File: config.mk
export PLATFORM = sky130hd
export DESIGN_NAME = adc_fifo_host_interface
export DESIGN_NICKNAME = d
export VERILOG_FILES = /design/src/hdl/adc_host_pkg.sv /design/src/hdl/sync_edge.sv /design/src/hdl/adc_fifo_host_interface.sv
export VERILOG_INCLUDE_DIRS = /design/src /design/src/hdl
export SDC_FILE = /design/constraint.sdc
export NUM_CORES = 1
export LEC_CHECK = 0
export ABC_AREA = 1
export BUFFER_PORTS_ARGS = -buffer_cell sky130_fd_sc_hd__buf_2
export CORE_MARGIN = 2
export CORE_UTILIZATION = 30
export CTS_BUF_LIST = sky130_fd_sc_hd__clkbuf_8 sky130_fd_sc_hd__clkbuf_16
export CTS_CLUSTER_SIZE = 10
export DETAILED_ROUTE_END_ITERATION = 12
export GPL_TIMING_DRIVEN = 0
export PLACE_DENSITY = 0.43
export SYNTH_ARGS = -nofsm -noshare
export SYNTH_HDL_FRONTEND = slang
export SYNTH_SLANG_ARGS = --single-unit
File: constraint.sdc
create_clock -name sys_clk -period 14.9 [get_ports sys_clk]
set_clock_uncertainty 0.05 [all_clocks]
set_input_delay 0 -clock sys_clk [delete_from_list [all_inputs] [get_ports sys_clk]]
set_output_delay 0 -clock sys_clk [all_outputs]
set_load 0.02 [all_outputs]
File: src/hdl/adc_host_defs.svh
// register offsets, field positions, reset values and timing counts
`ifndef ADC_HOST_DEFS_SVH
`define ADC_HOST_DEFS_SVH
`define REG_RESULT 2'h0
`define REG_GAIN 2'h1
`define REG_OFFSET 2'h2
`define REG_CONTROL 2'h3
`define REG_RESET 14'h0000
`define CTL_SLEEP 13
`define CTL_EXTREF 12
`define CTL_TWOS 11
`define CTL_CHECK_HI 10
`define CTL_CHECK_LO 8
`define CTL_NO_CORR 7
`define CTL_IRQ_POL 6
`define CTL_OVR_POL 5
`define CTL_FIFO_ON 4
`define CTL_THR_HI 3
`define CTL_THR_LO 0
`define GAIN_HI 2
`define OFFS_HI 7
`define LATENCY_HALF_CYCLES 19
`define MSB_FLIP 14'h2000
`define CODE_MAX 15'sh3fff
`define CODE_MIN 15'sh0000
`endif

File: src/hdl/adc_host_pkg.sv
// types shared by the converter host block
package adc_host_pkg;
  typedef struct packed {
    logic sleep;
    logic ext_ref;
    logic twos;
    logic [2:0] check;
    logic no_corr;
    logic irq_pol;
    logic ovr_pol;
    logic fifo_on;
    logic [3:0] thr;
  } ctrl_t;
  typedef struct packed {
    logic [1:0] sel;
    logic [13:0] data;
  } host_wr_t;
  typedef enum logic [1:0] {check_normal, check_low_bias, check_high_bias, check_fixed} check_mode_t;
endpackage

File: src/hdl/sync_edge.sv
// two-flop synchroniser with rising and falling edge pulses
`timescale 1ns/10ps
module sync_edge (
  input wire logic clk,
  input wire logic reset,
  input wire logic async_in,
  output logic level,
  output logic rise,
  output logic fall
);
  logic meta_ff;
  logic sync_ff;
  logic last_ff;
  always_ff @(posedge clk or posedge reset) begin
    if (reset) begin
      meta_ff <= 1'b0;
      sync_ff <= 1'b0;
      last_ff <= 1'b0;
    end else begin
      meta_ff <= async_in;
      sync_ff <= meta_ff;
      last_ff <= sync_ff;
    end
  end
  assign level = sync_ff;
  assign rise = sync_ff & ~last_ff;
  assign fall = ~sync_ff & last_ff;
endmodule // sync_edge

File: src/hdl/adc_fifo_host_interface.sv
// host interface of the converter: result fifo, register map, flags
`timescale 1ns/10ps
`include "adc_host_defs.svh"
module adc_fifo_host_interface import adc_host_pkg::*; #(
  parameter int DEPTH = 32,
  parameter int AW = 5
) (
  input wire logic sys_clk,
  input wire logic reset,
  input wire logic sample_tick,
  input wire logic [13:0] core_code,
  input wire logic [1:0] reg_sel,
  input wire logic [13:0] data_in,
  input wire logic unit_sel_n,
  input wire logic out_en_n,
  input wire logic wr_strobe_n,
  output logic [13:0] data_out,
  output logic data_oe,
  output logic irq_out,
  output logic fifo_overrun_flag,
  output logic overrun_status,
  output logic sleep_out,
  output logic ext_ref_out,
  output logic [2:0] gain_step_field,
  output logic [2:0] core_check_field,
  output logic [1:0] check_mode
);
  // ==========================================================
  // pin synchronisers
  logic [1:0] sel_m_ff, sel_s_ff;
  logic [13:0] din_m_ff, din_s_ff;
  logic cs_m_ff, cs_s_ff;
  logic oe_lvl, oe_rise, wr_rise;
  sync_edge u_oe (
    .clk(sys_clk),
    .reset(reset),
    .async_in(~out_en_n),
    .level(oe_lvl),
    .rise(oe_rise),
    .fall()
  );
  // inverted so the idle pin matches the flop reset level: no false edge after reset
  sync_edge u_wr (
    .clk(sys_clk),
    .reset(reset),
    .async_in(~wr_strobe_n),
    .level(),
    .rise(),
    .fall(wr_rise)
  );
  always_ff @(posedge sys_clk or posedge reset) begin
    if (reset) begin
      sel_m_ff <= 2'h0;
      sel_s_ff <= 2'h0;
      din_m_ff <= 14'h0;
      din_s_ff <= 14'h0;
      cs_m_ff <= 1'b0;
      cs_s_ff <= 1'b0;
    end else begin
      sel_m_ff <= reg_sel;
      sel_s_ff <= sel_m_ff;
      din_m_ff <= data_in;
      din_s_ff <= din_m_ff;
      cs_m_ff <= ~unit_sel_n;
      cs_s_ff <= cs_m_ff;
    end
  end
  // ==========================================================
  // registers
  logic [13:0] gain_ff, offs_ff;
  ctrl_t ctrl_ff;
  host_wr_t wr;
  assign wr = '{sel: sel_s_ff, data: din_s_ff};
  // hold lines are slow against 50 ns sampling; strobe edge latches them
  always_ff @(posedge sys_clk or posedge reset) begin
    if (reset) begin
      gain_ff <= `REG_RESET;
      offs_ff <= `REG_RESET;
      ctrl_ff <= ctrl_t'(`REG_RESET);
    end else if (wr_rise && cs_s_ff) begin
      unique case (wr.sel)
        `REG_GAIN: gain_ff <= wr.data;
        `REG_OFFSET: offs_ff <= wr.data;
        `REG_CONTROL: ctrl_ff <= ctrl_t'(wr.data);
        `REG_RESULT: ;
      endcase
    end
  end
  // ==========================================================
  // conversion pipeline, half-cycle latency counted on sys_clk
  logic [4:0] tick_div_ff;
  logic half_tick;
  always_ff @(posedge sys_clk or posedge reset) begin
    if (reset) tick_div_ff <= 5'h0;
    else if (sample_tick) tick_div_ff <= 5'h0;
    else tick_div_ff <= tick_div_ff + 5'h1;
  end
  // second half-slot enable; sample period measured by the previous frame
  logic [4:0] period_ff;
  always_ff @(posedge sys_clk or posedge reset) begin
    if (reset) period_ff <= 5'h2;
    else if (sample_tick) period_ff <= tick_div_ff + 5'h1;
  end
  assign half_tick = sample_tick || (tick_div_ff == (period_ff >> 1) - 5'h1 && !sample_tick);
  logic [13:0] pipe_ff [`LATENCY_HALF_CYCLES];
  logic [`LATENCY_HALF_CYCLES-1:0] pvld_ff;
  logic [13:0] sample_code;
  always_comb begin
    sample_code = core_code;
    unique case (ctrl_ff.check)
      3'b001: sample_code = 14'h0000;
      3'b101: sample_code = 14'h2000;
      3'b010: sample_code = 14'h1000;
      3'b011: sample_code = 14'h3fff;
      3'b110: sample_code = 14'h1000;
      3'b111: sample_code = 14'h0000;
      default: sample_code = core_code;
    endcase
  end
  always_ff @(posedge sys_clk or posedge reset) begin
    if (reset) begin
      pvld_ff <= '0;
      for (int i = 0; i < `LATENCY_HALF_CYCLES; i++) pipe_ff[i] <= 14'h0;
    end else if (half_tick) begin
      pipe_ff[0] <= sample_code;
      pvld_ff[0] <= sample_tick && !ctrl_ff.sleep;
      for (int i = 1; i < `LATENCY_HALF_CYCLES; i++) begin
        pipe_ff[i] <= pipe_ff[i-1];
        pvld_ff[i] <= pvld_ff[i-1];
      end
    end
  end
  logic res_vld;
  assign res_vld = half_tick && pvld_ff[`LATENCY_HALF_CYCLES-1];
  // ==========================================================
  // offset correction and code format
  logic signed [14:0] corr;
  logic signed [14:0] raw_s;
  logic [13:0] res_code;
  always_comb begin
    raw_s = signed'({1'b0, pipe_ff[`LATENCY_HALF_CYCLES-1]});
    corr = raw_s;
    if (!ctrl_ff.no_corr) begin
      corr = raw_s + 15'(signed'(offs_ff[`OFFS_HI:0]));
    end
    if (corr > `CODE_MAX) corr = `CODE_MAX;
    if (corr < `CODE_MIN) corr = `CODE_MIN;
    res_code = corr[13:0];
    if (ctrl_ff.twos) res_code = corr[13:0] ^ `MSB_FLIP;
  end
  // ==========================================================
  // result fifo
  logic [13:0] mem [DEPTH];
  logic [AW-1:0] wptr_ff, rptr_ff;
  logic [AW:0] count_ff;
  logic [13:0] direct_ff;
  logic pop, push, full;
  assign pop = oe_rise && sel_s_ff == `REG_RESULT && cs_s_ff && count_ff != '0;
  assign push = res_vld && ctrl_ff.fifo_on;
  assign full = count_ff == (AW+1)'(DEPTH);
  always_ff @(posedge sys_clk) begin
    if (push) mem[wptr_ff] <= res_code;
  end
  always_ff @(posedge sys_clk or posedge reset) begin
    if (reset) begin
      wptr_ff <= '0;
      rptr_ff <= '0;
      count_ff <= '0;
    end else if (!ctrl_ff.fifo_on) begin
      wptr_ff <= '0;
      rptr_ff <= '0;
      count_ff <= '0;
    end else begin
      // on overflow the oldest sample is overwritten and read pointer follows
      if (push) wptr_ff <= wptr_ff + AW'(1);
      if (pop || (push && full)) rptr_ff <= rptr_ff + AW'(1);
      if (push && !pop && !full) count_ff <= count_ff + (AW+1)'(1);
      else if (pop && !push) count_ff <= count_ff - (AW+1)'(1);
    end
  end
  always_ff @(posedge sys_clk or posedge reset) begin
    if (reset) direct_ff <= 14'h0;
    else if (res_vld) direct_ff <= res_code;
  end
  // ==========================================================
  // interrupt and overrun
  logic [AW:0] thresh;
  logic level_hit, ovr_ff, irq_lvl_ff;
  assign thresh = (AW+1)'({ctrl_ff.thr, 1'b0});
  assign level_hit = ctrl_ff.fifo_on && count_ff >= thresh;
  always_ff @(posedge sys_clk or posedge reset) begin
    if (reset) irq_lvl_ff <= 1'b0;
    // a pop that leaves fewer than threshold clears at once
    else if (pop && !push && count_ff <= thresh) irq_lvl_ff <= 1'b0;
    else if (level_hit) irq_lvl_ff <= 1'b1;
    else if (pop || !ctrl_ff.fifo_on) irq_lvl_ff <= 1'b0;
  end
  always_ff @(posedge sys_clk or posedge reset) begin
    if (reset) ovr_ff <= 1'b0;
    else if (push && full) ovr_ff <= 1'b1;
    else if (!ctrl_ff.fifo_on) ovr_ff <= 1'b0;
  end
  // ==========================================================
  // read mux and outputs
  logic [13:0] rd_mux;
  always_comb begin
    unique case (sel_s_ff)
      `REG_RESULT: rd_mux = ctrl_ff.fifo_on ? mem[rptr_ff] : direct_ff;
      `REG_GAIN: rd_mux = gain_ff;
      `REG_OFFSET: rd_mux = offs_ff;
      `REG_CONTROL: rd_mux = 14'(ctrl_ff);
    endcase
  end
  always_ff @(posedge sys_clk or posedge reset) begin
    if (reset) begin
      data_out <= 14'h0;
      data_oe <= 1'b0;
      irq_out <= 1'b1;
      fifo_overrun_flag <= 1'b1;
      overrun_status <= 1'b0;
      sleep_out <= 1'b0;
      ext_ref_out <= 1'b0;
      gain_step_field <= 3'h0;
      core_check_field <= 3'h0;
      check_mode <= 2'h0;
    end else begin
      data_out <= rd_mux;
      data_oe <= oe_lvl && cs_s_ff;
      irq_out <= irq_lvl_ff ~^ ctrl_ff.irq_pol;
      fifo_overrun_flag <= ovr_ff ~^ ctrl_ff.ovr_pol;
      overrun_status <= ovr_ff;
      sleep_out <= ctrl_ff.sleep;
      ext_ref_out <= ctrl_ff.ext_ref;
      gain_step_field <= gain_ff[`GAIN_HI:0];
      core_check_field <= ctrl_ff.check;
      unique case (ctrl_ff.check[1:0])
        2'b00: check_mode <= check_normal;
        2'b01: check_mode <= ctrl_ff.check[2] ? check_high_bias : check_low_bias;
        default: check_mode <= check_fixed;
      endcase
    end
  end
endmodule // adc_fifo_host_interface

=== Word level (Yosys, flattened, before mapping) ===
Memories as Yosys holds them, arrays and structs flattened.
Cells that the tools add are included.

* Add/subtract/negate cells: 7
* Magnitude comparators: 4
* Equal/unequal tests: 16
* Muxes and demuxes: 24
* Bitwise operators: 10
* Reductions and logical operators: 33

{| class="wikitable"
|+ Operators with widths
! kind !! number
|-
| $pmux W14 S4 || 2
|-
| $mux W14 || 3
|-
| $mux W15 || 2
|-
| $mux W5 || 5
|-
| $mux W6 || 3
|-
| $add A15 B8 Y15 || 1
|-
| $add A5 B1 Y5 const B || 3
|-
| $gt A15 B15 Y1 const B || 1
|-
| $logic_and A1 B1 Y1 || 15
|-
| $lt A15 B1 Y1 const B || 1
|-
| $eq A3 B3 Y1 const B || 3
|-
| $mux W1 || 7
|-
| $add A6 B1 Y6 const B || 1
|-
| $eq A3 B2 Y1 const B || 2
|-
| $eq A6 B6 Y1 const B || 1
|-
| $ge A6 B5 Y1 || 1
|-
| $le A6 B5 Y1 || 1
|-
| $logic_not A1 Y1 || 6
|-
| $ne A2 B1 Y1 const B || 3
|-
| $not A1 Y1 || 6
|-
| $reduce_and A2 Y1 || 3
|-
| $reduce_bool A6 Y1 || 1
|-
| $sub A6 B1 Y6 const B || 1
|-
| $eq A5 B5 Y1 || 1
|-
| other kinds (13) || 21
|}

* Register bits: 437
* RAM bits: 448
* Bits of input ports: 36
* Output and inout port bits: 28
* Logic and storage cells: 156
* Memories kept: 1

{| class="wikitable"
|+ Memory list
! name !! words !! bits a word !! rd ports !! clocked after memory_dff !! wr ports !! RTL line !! source
|-
| mem || 32 || 14 || 1 || 0 || 1 || adc_fifo_host_interface.sv:153 || <nowiki>logic [13:0] mem [DEPTH];</nowiki>
|}

=== Longest topological paths before layout ===
Gate-level depths: netlist (run 1).

* Depth in word-level cells: 11
* Depth in mapped cells: 21
* Mapped depth without buffers: 21

=== Cells and area by module ===
From an unflattened synthesis (run 1), not the netlist that was laid out.

* Cells, all modules: 3,258
* Area total of the unflattened synthesis: 35,311.4 um2

{| class="wikitable"
|+ Modules (own cells, without submodules)
! module !! times used !! cells each !! area an instance (um2) !! seq. area each (um2)
|-
| adc_fifo_host_interface || 1 || 3,242 || 35,123.7 || 24,217.0
|-
| sync_edge || 2 || 8 || 93.8 || 75.1
|}

=== Worst setup path after synthesis (run 1) ===
Ideal clock, no wire load.

* Path kind: register to register
* Start point: register offs_ff[0]
* End point: memory mem[0][7], data pin
* Library setup time: 384 ps
* Arrival: 2,517 ps
* Data required time: 14,466 ps
* Path slack: 11,949 ps
* Stages on the path, launching flop included: 13
* Path buffers: 0
* Period minus slack after synthesis: 2,951 ps
* Path through: dfrtp_1 > ha_1 > inv_1 > fa_1 > inv_1 > nand2_1 > nand3_1 > nand2_1 > nand2_1 > nand2_1 > nand3_2 > inv_2 > a21oi_1

* Cells in the longest elaborated chain, start to end: 7

{| class="wikitable"
|+ Ends and longest elaborated chain
! element !! RTL line !! source
|-
| from (decl) || adc_fifo_host_interface.sv:70 || <nowiki>logic [13:0] gain_ff, offs_ff;</nowiki>
|-
| from (signal assigned) || adc_fifo_host_interface.sv:78 || <nowiki>offs_ff <= `REG_RESET;</nowiki>
|-
| from (signal assigned) || adc_fifo_host_interface.sv:83 || <nowiki>`REG_OFFSET: offs_ff <= wr.data;</nowiki>
|-
| $add A15 B8 Y15 * || adc_fifo_host_interface.sv:144 || <nowiki>corr = raw_s + 15'(signed'(offs_ff[`OFFS_HI:0]));</nowiki>
|-
| $mux W15 * || adc_fifo_host_interface.sv:143 || <nowiki>if (!ctrl_ff.no_corr) begin</nowiki>
|-
| $gt A15 B15 Y1 (no line) || -- ||
|-
| $mux W15 * || adc_fifo_host_interface.sv:146 || <nowiki>if (corr > `CODE_MAX) corr = `CODE_MAX;</nowiki>
|-
| $lt A15 B1 Y1 (no line) || -- ||
|-
| $mux W14 * || adc_fifo_host_interface.sv:147 || <nowiki>if (corr < `CODE_MIN) corr = `CODE_MIN;</nowiki>
|-
| named net corr[7] || adc_fifo_host_interface.sv:137 || <nowiki>logic signed [14:0] corr;</nowiki>
|-
| $mux W14 * || adc_fifo_host_interface.sv:149 || <nowiki>if (ctrl_ff.twos) res_code = corr[13:0] ^ `MSB_FLIP;</nowiki>
|-
| to (decl) || adc_fifo_host_interface.sv:153 ||
|}

The timed path passes the listed nets; every way through them passes the cells marked *.

=== Worst setup path in the final report (run 1) ===
* Start point: register period_ff[1]
* End point: memory mem[6][1] (enable)

* Cells in the longest elaborated chain, start to end: 8

{| class="wikitable"
|+ Ends and longest elaborated chain
! element !! RTL line !! source
|-
| from (decl) || adc_fifo_host_interface.sv:99 || <nowiki>logic [4:0] period_ff;</nowiki>
|-
| from (signal assigned) || adc_fifo_host_interface.sv:102 || <nowiki>else if (sample_tick) period_ff <= tick_div_ff + 5'h1;</nowiki>
|-
| $sub A4 B1 Y5 || adc_fifo_host_interface.sv:104 || <nowiki>assign half_tick = sample_tick || (tick_div_ff == (period_ff >> 1) - 5'h1 && !sample_tick);</nowiki>
|-
| $eq A5 B5 Y1 || adc_fifo_host_interface.sv:104 ||
|-
| $logic_and A1 B1 Y1 || adc_fifo_host_interface.sv:104 ||
|-
| $logic_or A1 B1 Y1 || adc_fifo_host_interface.sv:104 ||
|-
| $logic_and A1 B1 Y1 || adc_fifo_host_interface.sv:134 || <nowiki>assign res_vld = half_tick && pvld_ff[`LATENCY_HALF_CYCLES-1];</nowiki>
|-
| $logic_and A1 B1 Y1 || adc_fifo_host_interface.sv:159 || <nowiki>assign push = res_vld && ctrl_ff.fifo_on;</nowiki>
|-
| $mux W1 || adc_fifo_host_interface.sv:162 || <nowiki>if (push) mem[wptr_ff] <= res_code;</nowiki>
|-
| $mux W1 (implied by the code) || adc_fifo_host_interface.sv:162 ||
|}

No other way between the ends.

==> run_results.csv, run 1 <==
group,metric,value,unit
status,status,"finished, final reports clean",
worst_setup_path,required,15.13,ns
layout,multi_input_area,9420,sq um
global_route,grt_max_degree,120,
layout,nets,3574,
floorplanning,start_util,0.303,
logic_synthesis,netlist_instances,3247,
floorplanning,core,116000,sq um
hold_path,worstHoldEndpoint,"pipe_ff[264]$_DFFE_PP0N_",
sta,fin_setup_tns,0,ns
layout,final_cell_mix,"nand2_1 (683), o21ai_0 (461), edfxtp_1 (448), dfrtp_1 (433), nor2_1 (293)",
power_and_ir_drop,p_leak,16.9,nW
global_route,track_usage,0.178,
detailed_routing,ant_nets,0,
logic_synthesis,synth_fa_ha_area_frac,0.0114,
worst_setup_path,rr_worst_depth,12,
sta,max-slew-margin-rel,0.0377,
layout,drive_above_1_share,0.101,
cts,root_buffer,"clkbuf_16",
sta,clock.fmax,258,MHz
logic_synthesis,yosysWarnings,0,
global_route,antenna_found_initial,5,
layout,syn_to_final_growth,18.7,%
logic_synthesis,synthXorXnorAreaFrac,0.00397,
worst_setup_path,reg2reg_to,"mem[6][1]$_DFFE_PP_",
sta,finalHoldViolCount,0,
sta,period_needed,3.87,ns
layout,finalInstanceArea,41900,sq um
placed_design,placed_area,38200,sq um
floorplanning,rows,125,
logic_synthesis,synth_area,35300,sq um
detailed_routing,drc,0,
detailed_routing,wirelength,107000,um
detailed_routing,drtPass1Iterations,5,
cts,clock-sinks,884,
sta,tightest_slew,1.44,ns
cts,clock_latency,0.70,ns
logic_synthesis,avgSynthCellArea,10.9,sq um
cts,cts_made_buffers,102,
floorplanning,die_w,347,um
sta,drv_slew,0,
layout,final_common_cell,"nand2_1",
worst_setup_path,r2r_slack,11.03,ns
placed_design,hpwlAfterDp,72900,um
worst_setup_path,cp_max_fo,14,
logic_synthesis,synthMuxAreaShare,0.000284,
worst_setup_path,cp_slowest_cell,"nor2_1",
floorplanning,dieHeight,347,um
floorplanning,dieArea,120000,sq um
power_and_ir_drop,power_density,166,nW/um^2
power_and_ir_drop,ir_drop,0.0955,mV
logic_synthesis,synth-simple-area-share,0.136,
sta,rsz0062_at_grt,"false",
logic_synthesis,ys_seq_area_frac,0.691,
cts,cts_tree,"done",
hold_path,worstHoldPathCells,4,
layout,fill_cells,11700,
layout,seq_area,24400,sq um
detailed_routing,vias,24400,
worst_setup_path,cp-startpoint,"period_ff[1]$_DFFE_PP1P_",
global_route,overflow,0,
cts,cts.reportedPaths.clkPinSlew,0.06,ns
cts,postCtsSetupBuffers,0,
placed_design,gp_congestion,0.837,
hold_path,hold_path.class,"in2reg",
worst_setup_path,cp.arrival,4.10,ns
logic_synthesis,synth_top_family_by_area,"simple AND/OR/NAND/NOR gates",
cts,htree_levels,3,
worst_setup_path,cp-end-kind,"register",
detailed_routing,wl_per_cell,21.1,um
worst_setup_path,slowest_delay,1.13,ns
sta,setup_viol,0,
worst_setup_path,startpoint_type,"register",
sta,finalCritPeriodShare,0.260,
floorplanning,num_io_pins,64,
cts,cts-resized-gates,0,
worst_setup_path,path_cells,"inv_1 > ha_1 > or2_1 > nand3_1 > nand2_1 > nor2_1 > nand3_2 > nand2_4 > nand2_4 > nor2_8 > nand2_1 > nor2_1",
global_route,first_global_vias,24300,
worst_setup_path,worstSetupPathType,"reg2reg",
logic_synthesis,yosysUniqueCellTypes,50,
logic_synthesis,synth_compound_area_frac,0.111,
placed_design,numPortBuffers,62,
detailed_routing,vias_per_cell,4.79,
logic_synthesis,ys_ff_latch,884,
worst_setup_path,r2r_start,"period_ff[1]$_DFFE_PP1P_",
run,maxCapViolCount,0,
hold_path,min_from,"core_code[12]",
global_route,grt_first_pass_wirelength,160000,um
logic_synthesis,syn-num-nets,3314,
cts,ctsLongestPathBuffers,3,
detailed_routing,drtIter0Drc,1940,
[kinds of logic after synthesis]
logic type | count (synthesis)
AOI/OAI and AO/OA | 722
and+or+nand+nor | 1193
DFF | 884
adders and majority gates | 31
muxes | 1
buffers and inverters | 400
xor gates and xnor gates | 16
[synthesized netlist by cell type, drive strengths merged]
cell type | count | area [sq um]
a31oi | 14 | 87.6
or2 | 11 | 68.8
o211ai | 46 | 345
xnor2 | 9 | 78.8
xor2 | 7 | 61.3
nor2 | 328 | 1250
a21oi | 63 | 327
nand3 | 139 | 718
nor3 | 6 | 30.0
nand2 | 688 | 2610
a211o | 1 | 8.76
o22ai | 41 | 257
o221ai | 14 | 123
o21ai | 524 | 2630
a21o | 1 | 7.51
clkbuf | 89 | 334
nand4 | 17 | 106
and2 | 2 | 12.5
o2bb2ai | 1 | 8.76
a2111oi | 1 | 8.76
inv | 219 | 822
edfxtp | 448 | 13500
mux2i | 1 | 10.0
fa | 2 | 40.0
clkinv | 5 | 20.0
ha | 29 | 363
a221oi | 7 | 61.3
o21bai | 2 | 15.0
dfstp | 3 | 78.8
o2111ai | 1 | 8.76
a211oi | 6 | 45.0
buf | 87 | 440
dfrtp | 433 | 10800
nand3b | 2 | 15.0
[critical path: cells and delay by family (launching register included)]
family	cells	cell delay, ns
buffers and inverters	1	0.06
adder cells (fa/ha/maj)	1	0.23
flip-flops	1	0.53
AND/OR/NAND/NOR	10	2.57
[state kept, by name (all words and copies together) (netlist names), 2 cells and up]
register / count
check_mode: 2
core_check_field: 3
count_ff: 6
ctrl_ff: 14
data_out: 14
din_m_ff: 14
din_s_ff: 14
direct_ff: 14
gain_ff: 14
gain_step_field: 3
mem: 448
offs_ff: 14
period_ff: 4
pipe_ff: 266
pvld_ff: 19
rptr_ff: 5
sel_m_ff: 2
sel_s_ff: 2
tick_div_ff: 5
wptr_ff: 5
[area by class of cell]
| type | count | share of cell area |
|---|---|---|
| buffer | 176 | 0.0185 |
| tap | 1524 | 0.0456 |
| inverter | 224 | 0.0203 |
| antenna | 1 | 0.0000598 |
| clock buffer | 108 | 0.0629 |
| sequential | 884 | 0.582 |
| clock inverter | 59 | 0.00813 |
| timing repair buffer | 156 | 0.0374 |
| multi-input combinational | 1963 | 0.225 |
[metal layers]
layer,global-route usage,part of all wire,vias to the layer above
met5,0,0.000093,-
met4,0.0508,0.027,2
met3,0.0359,0.057,142
met2,0.282,0.46,545
met1,0.246,0.46,12100
li1,-,-,11600
[metrics by stage]
stage          hold slack [ns]  worst slack, ns  total power, W  utilization  std cells
2_1_floorplan          -0.0186             2.71         0.00398            -       3247
3_3_place_gp            0.0578            -3.10         0.00466        0.322       4833
3_5_place_dp            0.0597            10.86         0.00469        0.329       4869
4_1_cts                 0.0271            10.83         0.00699        0.359       5091
5_1_grt                 0.0663            10.77         0.00728        0.360       5094
6_report                0.0801            11.03         0.00693        0.360       5095
[where the power goes]
group          internal (W)  total [W]  switching, W
clock               0.00126    0.00226       0.00100
combinational      0.000405    0.00153       0.00113
sequential          0.00300    0.00314      0.000137
[what timing repair did]
action | in CTS | in global routing
setup endpoints to repair | 0 | 0
hold endpoints to repair | 208 | 0
hold buffers | 55 | 0
[worst max path at each step]
stage | to | slack, ns
finish | mem[6][1]$_DFFE_PP_ | 11.03
detailed placement | mem[7][0]$_DFFE_PP_ | 10.86
CTS | mem[7][7]$_DFFE_PP_ | 10.83
floorplan | check_mode[0]$_DFF_PP0_ | 2.71
global route | mem[21][3]$_DFFE_PP_ | 10.77
global placement | pipe_ff[149]$_DFFE_PP0N_ | -3.10
Note: power is estimated with default switching activity, not from simulation.
==> run 2: changes to the inputs <==
- ABC_AREA: 1 -> 0
- clock period: 14.9 -> 4.05 ns (I/O delays scaled with it)
==> run 2 against run 1 <==
Against the previous run:
- the run now ends with setup timing left
- first-iteration DRC count down 39%
- register-to-register slack worse by 11 ns
- via count down 26%
- worst setup slack worse by 11 ns
- largest power group unchanged
- fmax down 7.4%
- global-route usage down 3.5 points
- non-clock buffer count down 58
- synthesized cell count down 40%
- sequential share of layout area down 0.11 points
- utilization up 0.61 points
- clock-buffer cell count up 11
- routed wire length down 23%
==> run_results.csv, run 2 <==
group,metric,value,unit
status,status,"finished with violations",
status,failed_checks,"setup timing",
logic_synthesis,synth_top_cells_by_count,"edfxtp_1 (448), dfrtp_1 (433), mux2_2 (325)",
layout,n_antenna_cell,0,
global_route,overflow,0,
logic_synthesis,yosysWarnings,0,
global_route,grt_first_pass_wirelength,125000,um
floorplanning,dieArea,119000,sq um
logic_synthesis,yosysUniqueCellTypes,61,
power_and_ir_drop,p_leak,15.3,nW
sta,fin_setup_tns,-10.51,ns
detailed_routing,vias,18000,
logic_synthesis,ys_ff_latch,884,
power_and_ir_drop,power_density,707,nW/um^2
worst_setup_path,cp.arrival,4.40,ns
layout,fin_util,0.366,
layout,final_common_cell,"edfxtp_1",
worst_setup_path,worstSetupPathType,"reg2reg",
floorplanning,die_w,344,um
global_route,track_usage,0.143,
floorplanning,num_io_pins,64,
global_route,grt_max_degree,47,
sta,period_needed,4.18,ns
floorplanning,dieHeight,344,um
logic_synthesis,synth_area,34800,sq um
sta,layout_setup_ws,-0.127,ns
detailed_routing,wirelength,83000,um
power_and_ir_drop,ir_drop,0.439,mV
layout,seq_area,24400,sq um
logic_synthesis,yosys_most_used_dff,"edfxtp_1",
detailed_routing,dr_wl_met2,38900,um
detailed_routing,drtPass1Iterations,4,
layout,syn_to_final_growth,20.7,%
cts,htree_levels,3,
global_route,antenna_found_initial,2,
worst_setup_path,required,4.27,ns
power_and_ir_drop,power,0.0297,W
sta,drv_slew,0,
logic_synthesis,synth_largest_area_cell,"edfxtp_1",
placed_design,numPortBuffers,63,
sta,max-slew-margin-rel,0.186,
layout,top_register,"mem",
layout,drive_above_1_share,0.370,
cts,cts.reportedPaths.clkPinSlew,0.05,ns
worst_setup_path,cp_max_fo,14,
floorplanning,rows,124,
logic_synthesis,synth_edf_count,448,
logic_synthesis,async_reset_ff_frac,0.493,
cts,clock-sinks,884,
floorplanning,core,115000,sq um
detailed_routing,wl_met3,4100,um
detailed_routing,vias_per_cell,4.77,
logic_synthesis,netlist_instances,1934,
sta,finalCritPeriodShare,1.03,
layout,final_cell_mix,"edfxtp_1 (448), dfrtp_1 (433), mux2_2 (325), mux4_2 (140), clkbuf_16 (108)",
placed_design,gp_congestion,0.791,
cts,root_buffer,"clkbuf_16",
logic_synthesis,avgSynthCellArea,18.0,sq um
sta,clock.fmax,239,MHz
worst_setup_path,startpoint_type,"register",
detailed_routing,wl_per_cell,21.9,um
logic_synthesis,syn-num-nets,2001,
layout,largest_reg_flops,448,
cts,ctsLongestPathBuffers,3,
placed_design,hpwlAfterDp,58100,um
worst_setup_path,cp-end-kind,"register",
sta,rsz0062_at_grt,"true",
cts,cts_made_buffers,104,
run,maxCapViolCount,0,
layout,nets,2282,
detailed_routing,met1_length,37900,um
layout,fill_cells,10700,
logic_synthesis,synthTopCellsByArea,"edfxtp_1 (39%), dfrtp_1 (31%), mux2_2 (11%)",
layout,reg_top3,"mem: 448 flops, pipe_ff: 266 flops, pvld_ff: 19 flops",
hold_path,hold_path.class,"in2reg",
logic_synthesis,synth_top_area_frac,0.387,
detailed_routing,drc,0,
detailed_routing,ant_nets,0,
logic_synthesis,ys_seq_area_frac,0.701,
floorplanning,start_util,0.303,
cts,cts_tree,"done",
detailed_routing,drtIter0Drc,1184,
layout,multi_input_area,10300,sq um
sta,tightest_slew,1.22,ns
detailed_routing,routed.top_layer,"met4",
cts,clock_latency,0.66,ns
sta,setup_viol,210,
sta,finalHoldViolCount,0,
global_route,first_global_vias,19300,
logic_synthesis,yosysMostFrequentCell,"edfxtp_1",
==> run 2: layer usage <==
layer / vias to the layer above / global-route usage
met3: 130 / 0.0311
met2: 356 / 0.226
met1: 9550 / 0.199
met4: 0 / 0.0422
li1: 8005 / -
met5: - / 0
==> run 2: area by class of cell <==
class	count	area share
plain buffers	100	0.0126
clock buffers	119	0.0680
clock inverters	46	0.00537
inverters	25	0.00233
multi-input cells	926	0.245
flip-flops and latches	884	0.581
well taps	1512	0.0451
repair buffers	174	0.0403
==> run 2: cell families after synthesis <==
| family | count (synthesis) | share of synthesized area |
|---|---|---|
| AOI/OAI and AO/OA | 161 | 0.0304 |
| xor gates and xnor gates | 34 | 0.00857 |
| adders and majority gates | 31 | 0.0116 |
| buffers and inverters | 125 | 0.0168 |
| DFF | 884 | 0.701 |
| muxes | 482 | 0.201 |
| and+or+nand+nor | 217 | 0.0305 |
==> run 2: repair_timing <==
item / CTS / global route
buffers inserted: 10 / 13
setup endpoints to repair: 688 / 601
pin swaps: 8 / 8
hold endpoints to repair: 207 / 0
hold buffers: 56 / 0
gates resized for setup: 19 / 40
gates cloned: 1 / 0
==> run 2: final timing paths <==
path                                     startpoint                        to  slack, ns  cells after the start
setup / recovery           period_ff[1]$_DFFE_PP1P_      mem[31][8]$_DFFE_PP_      -0.13                     10
hold / removal                          sample_tick  tick_div_ff[1]$_DFF_PP0_       0.09                      3
setup reg to reg           period_ff[1]$_DFFE_PP1P_      mem[31][8]$_DFFE_PP_      -0.13                     10
hold reg to reg              u_wr.meta_ff$_DFF_PP0_      u_wr.level$_DFF_PP0_       0.29                      0
max in group asynchronous                     reset    pipe_ff[9]$_DFFE_PP0N_       1.84                      9
min in group asynchronous                     reset    pvld_ff[7]$_DFFE_PP0N_       0.50                      4
==> run 2: power by group <==
part / switching (W) / internal (W) / total, W
Sequential: 0.00106 / 0.0126 / 0.0136
Clock: 0.00346 / 0.00499 / 0.00845
Combinational: 0.00416 / 0.00341 / 0.00757
==> run 2: critical path: stages, from the launching register on <==
cell and delay [ns]:
dfstp_2 0.54, inv_1 0.06, ha_2 0.21, o21ba_2 0.22, a221oi_4 0.31, o2111ai_4 0.17, a21oi_2 0.22, buf_6 0.16
buf_4 0.20, nand3_1 0.64, nor2_2 1.00
==> run 2: per-stage QoR <==
step	cell area [sq um]	hold WS [ns]	setup slack, ns	cells
floorplan	34800	-0.0186	-1.89	1934
global placement	37000	0.0611	-4.31	3509
detailed placement	37800	0.0532	-0.758	3541
CTS	41700	0.0433	-0.166	3773
global route	41900	0.0760	-0.291	3786
finish	41900	0.0855	-0.127	3786
==> run 3: changes to the inputs <==
- CORE_UTILIZATION: 30 -> 45
- PLACE_DENSITY: 0.43 -> 0.59
==> run 3 against run 2 <==
Against the previous run:
- the flow now finishes without violations
- sequential share of layout area up 1.2 points
- combinational power shrank 2%
- utilization grew 17 points
- die area decreased by 33%
- design area down 2.0%
- clock power shrank 6.4%
- sequential power is essentially flat
- largest cell class unchanged
- largest power group unchanged
- highest routed layer unchanged
==> run_results.csv, run 3 (synthesized netlist as in run 2, its figures left out) <==
group,metric,value,unit
sta,clock.fmax,249,MHz
global_route,antenna_found_initial,2,
run,maxCapViolCount,0,
worst_setup_path,rr_worst_depth,11,
sta,tightest_slew,1.23,ns
sta,finalHoldViolCount,0,
status,status,"finished, final reports clean",
layout,syn_to_final_growth,18.3,%
detailed_routing,wl_per_cell,23.6,um
floorplanning,rows,101,
worst_setup_path,endpoint,"mem[0][13]$_DFFE_PP_",
placed_design,hpwlAfterDp,52400,um
placed_design,numPortBuffers,63,
detailed_routing,vias_per_cell,5.52,
floorplanning,start_util,0.456,
cts,cts_tree,"done",
floorplanning,die_w,282,um
floorplanning,dieHeight,282,um
global_route,track_usage,0.200,
power_and_ir_drop,p_leak,15.2,nW
layout,multi_input_area,10300,sq um
cts,cts.reportedPaths.clkPinSlew,0.06,ns
detailed_routing,drc,0,
cts,root_buffer,"clkbuf_16",
floorplanning,core,76200,sq um
detailed_routing,ant_nets,0,
power_and_ir_drop,power,0.0289,W
global_route,grt_first_pass_wirelength,119000,um
cts,clock_latency,0.66,ns
detailed_routing,wirelength,77600,um
cts,htree_levels,3,
sta,drv_slew,0,
worst_setup_path,reg2reg_to,"mem[0][13]$_DFFE_PP_",
placed_design,dp_cells,3060,
layout,top_register,"mem",
layout,final_cell_mix,"edfxtp_1 (448), dfrtp_1 (432), mux2_2 (325), mux4_2 (140)",
placed_design,gp_congestion,0.838,
global_route,overflow,0,
layout,nets,2282,
layout,largest_reg_flops,448,
global_route,grt_max_degree,43,
layout,n_antenna_cell,0,
layout,fin_util,0.540,
layout,final_common_cell,"edfxtp_1",
sta,setup_viol,0,
floorplanning,num_io_pins,64,
power_and_ir_drop,ir_drop,0.449,mV
sta,whs,0.0759,ns
sta,rsz0062_at_grt,"true",
power_and_ir_drop,power_density,703,nW/um^2
hold_path,hold_path.class,"in2reg",
worst_setup_path,worstSetupPathType,"reg2reg",
cts,ctsLongestPathBuffers,3,
cts,clock-sinks,884,
worst_setup_path,startpoint_type,"register",
worst_setup_path,cp-startpoint,"period_ff[1]$_DFFE_PP1P_",
worst_setup_path,cp_max_fo,10,
layout,instances_no_fill,3288,
sta,finalCritPeriodShare,0.993,
sta,max-slew-margin-rel,0.181,
cts,cts_made_buffers,100,
layout,seq_area,24400,sq um
layout,reg_top3,"mem: 448 flops, pipe_ff: 266 flops, pvld_ff: 19 flops",
layout,fill_cells,6034,
worst_setup_path,cp.arrival,4.32,ns
detailed_routing,drtPass1Iterations,5,
worst_setup_path,r2r_slack,0.03,ns
layout,drive_above_1_share,0.364,
detailed_routing,drtIter0Drc,1338,
worst_setup_path,r2r_start,"period_ff[1]$_DFFE_PP1P_",
worst_setup_path,cp-end-kind,"register",
floorplanning,dieArea,79500,sq um
sta,period_needed,4.02,ns
worst_setup_path,required,4.35,ns
global_route,first_global_vias,19100,
detailed_routing,vias,18200,
run 3: cell count changes in the layout (fill, tap and decap cells not counted), moves of 3 or more:
cell	before	now
clkbuf_8	14	5
clkbuf_1	41	45
inv_1	62	58
clkbuf_2	6	2
nor2_2	21	9
clkbuf_16	108	102
buf_4	21	27
nor2_4	12	21
nor2_1	43	46
clkinv_2	4	1
run 3: area by class of cell:
type                            count  area share
Clock inverter                     42     0.00606
Buffer                            100      0.0126
Tap cell                         1030      0.0313
Multi-Input combinational cell    926       0.251
Inverter                           25     0.00237
Timing Repair Buffer              178      0.0416
Clock buffer                      103      0.0624
Sequential cell                   884       0.593
run 3: metal layers:
metal  wire length, um  GRT usage  vias to the layer above  share of wire
li1                  -          -                     7963              -
met1             32700      0.268                     9639           0.42
met2             39600      0.342                      434           0.51
met3              3430     0.0308                      129          0.044
met4              1890     0.0556                        0          0.024
met5                 0          0                        -              0
run 3: per-stage QoR:
stage	worst slack, ns	setup TNS [ns]	instance area [sq um]
finish	0.0270	0	41100
global route	-0.131	-3.89	41100
CTS	-0.262	-29.14	40800
detailed placement	-0.808	-248.90	37200
global placement	-4.16	-3110.60	36400
floorplan	-1.89	-831.24	34800
run 3: worst min-delay path by stage:
| stage | start | depth (start not counted) | slack, ns | to |
|---|---|---|---|---|
| 2_1_floorplan | data_in[0] | 0 | -0.02 | din_m_ff[0]$_DFF_PP0_ |
| 3_3_place_gp | data_in[3] | 1 | 0.06 | din_m_ff[3]$_DFF_PP0_ |
| 3_5_place_dp | data_in[2] | 1 | 0.06 | din_m_ff[2]$_DFF_PP0_ |
| 4_1_cts | sample_tick | 3 | 0.03 | tick_div_ff[1]$_DFF_PP0_ |
| 5_1_grt | sample_tick | 3 | 0.07 | tick_div_ff[1]$_DFF_PP0_ |
| 6_report | sample_tick | 3 | 0.08 | tick_div_ff[1]$_DFF_PP0_ |
run 3: report_power, final:
part / internal (W) / leakage, nW / switching, W
Combinational: 0.00330 / 4.43 / 0.00413
Sequential: 0.0126 / 9.26 / 0.000964
Clock: 0.00450 / 1.50 / 0.00341
Total: 0.0204 / 15.2 / 0.00850
run 3: critical path, stage by stage (launching register included):
cell       delay, ns
dfstp_2         0.55
inv_1           0.06
ha_2            0.21
o21ba_1         0.19
a221oi_2        0.31
o2111ai_4       0.15
a21oi_2         0.22
buf_6           0.17
buf_4           0.21
nand3_1         0.56
nor2_1          0.78
buf_6           0.25
run 3: what timing repair did:
action	CTS	global route
hold buffers	55	0
cloned	1	0
setup buffers	6	19
endpoints found under the hold margin	148	0
gates resized for setup	45	21
setup endpoints to repair	683	664
pin swaps	6	9
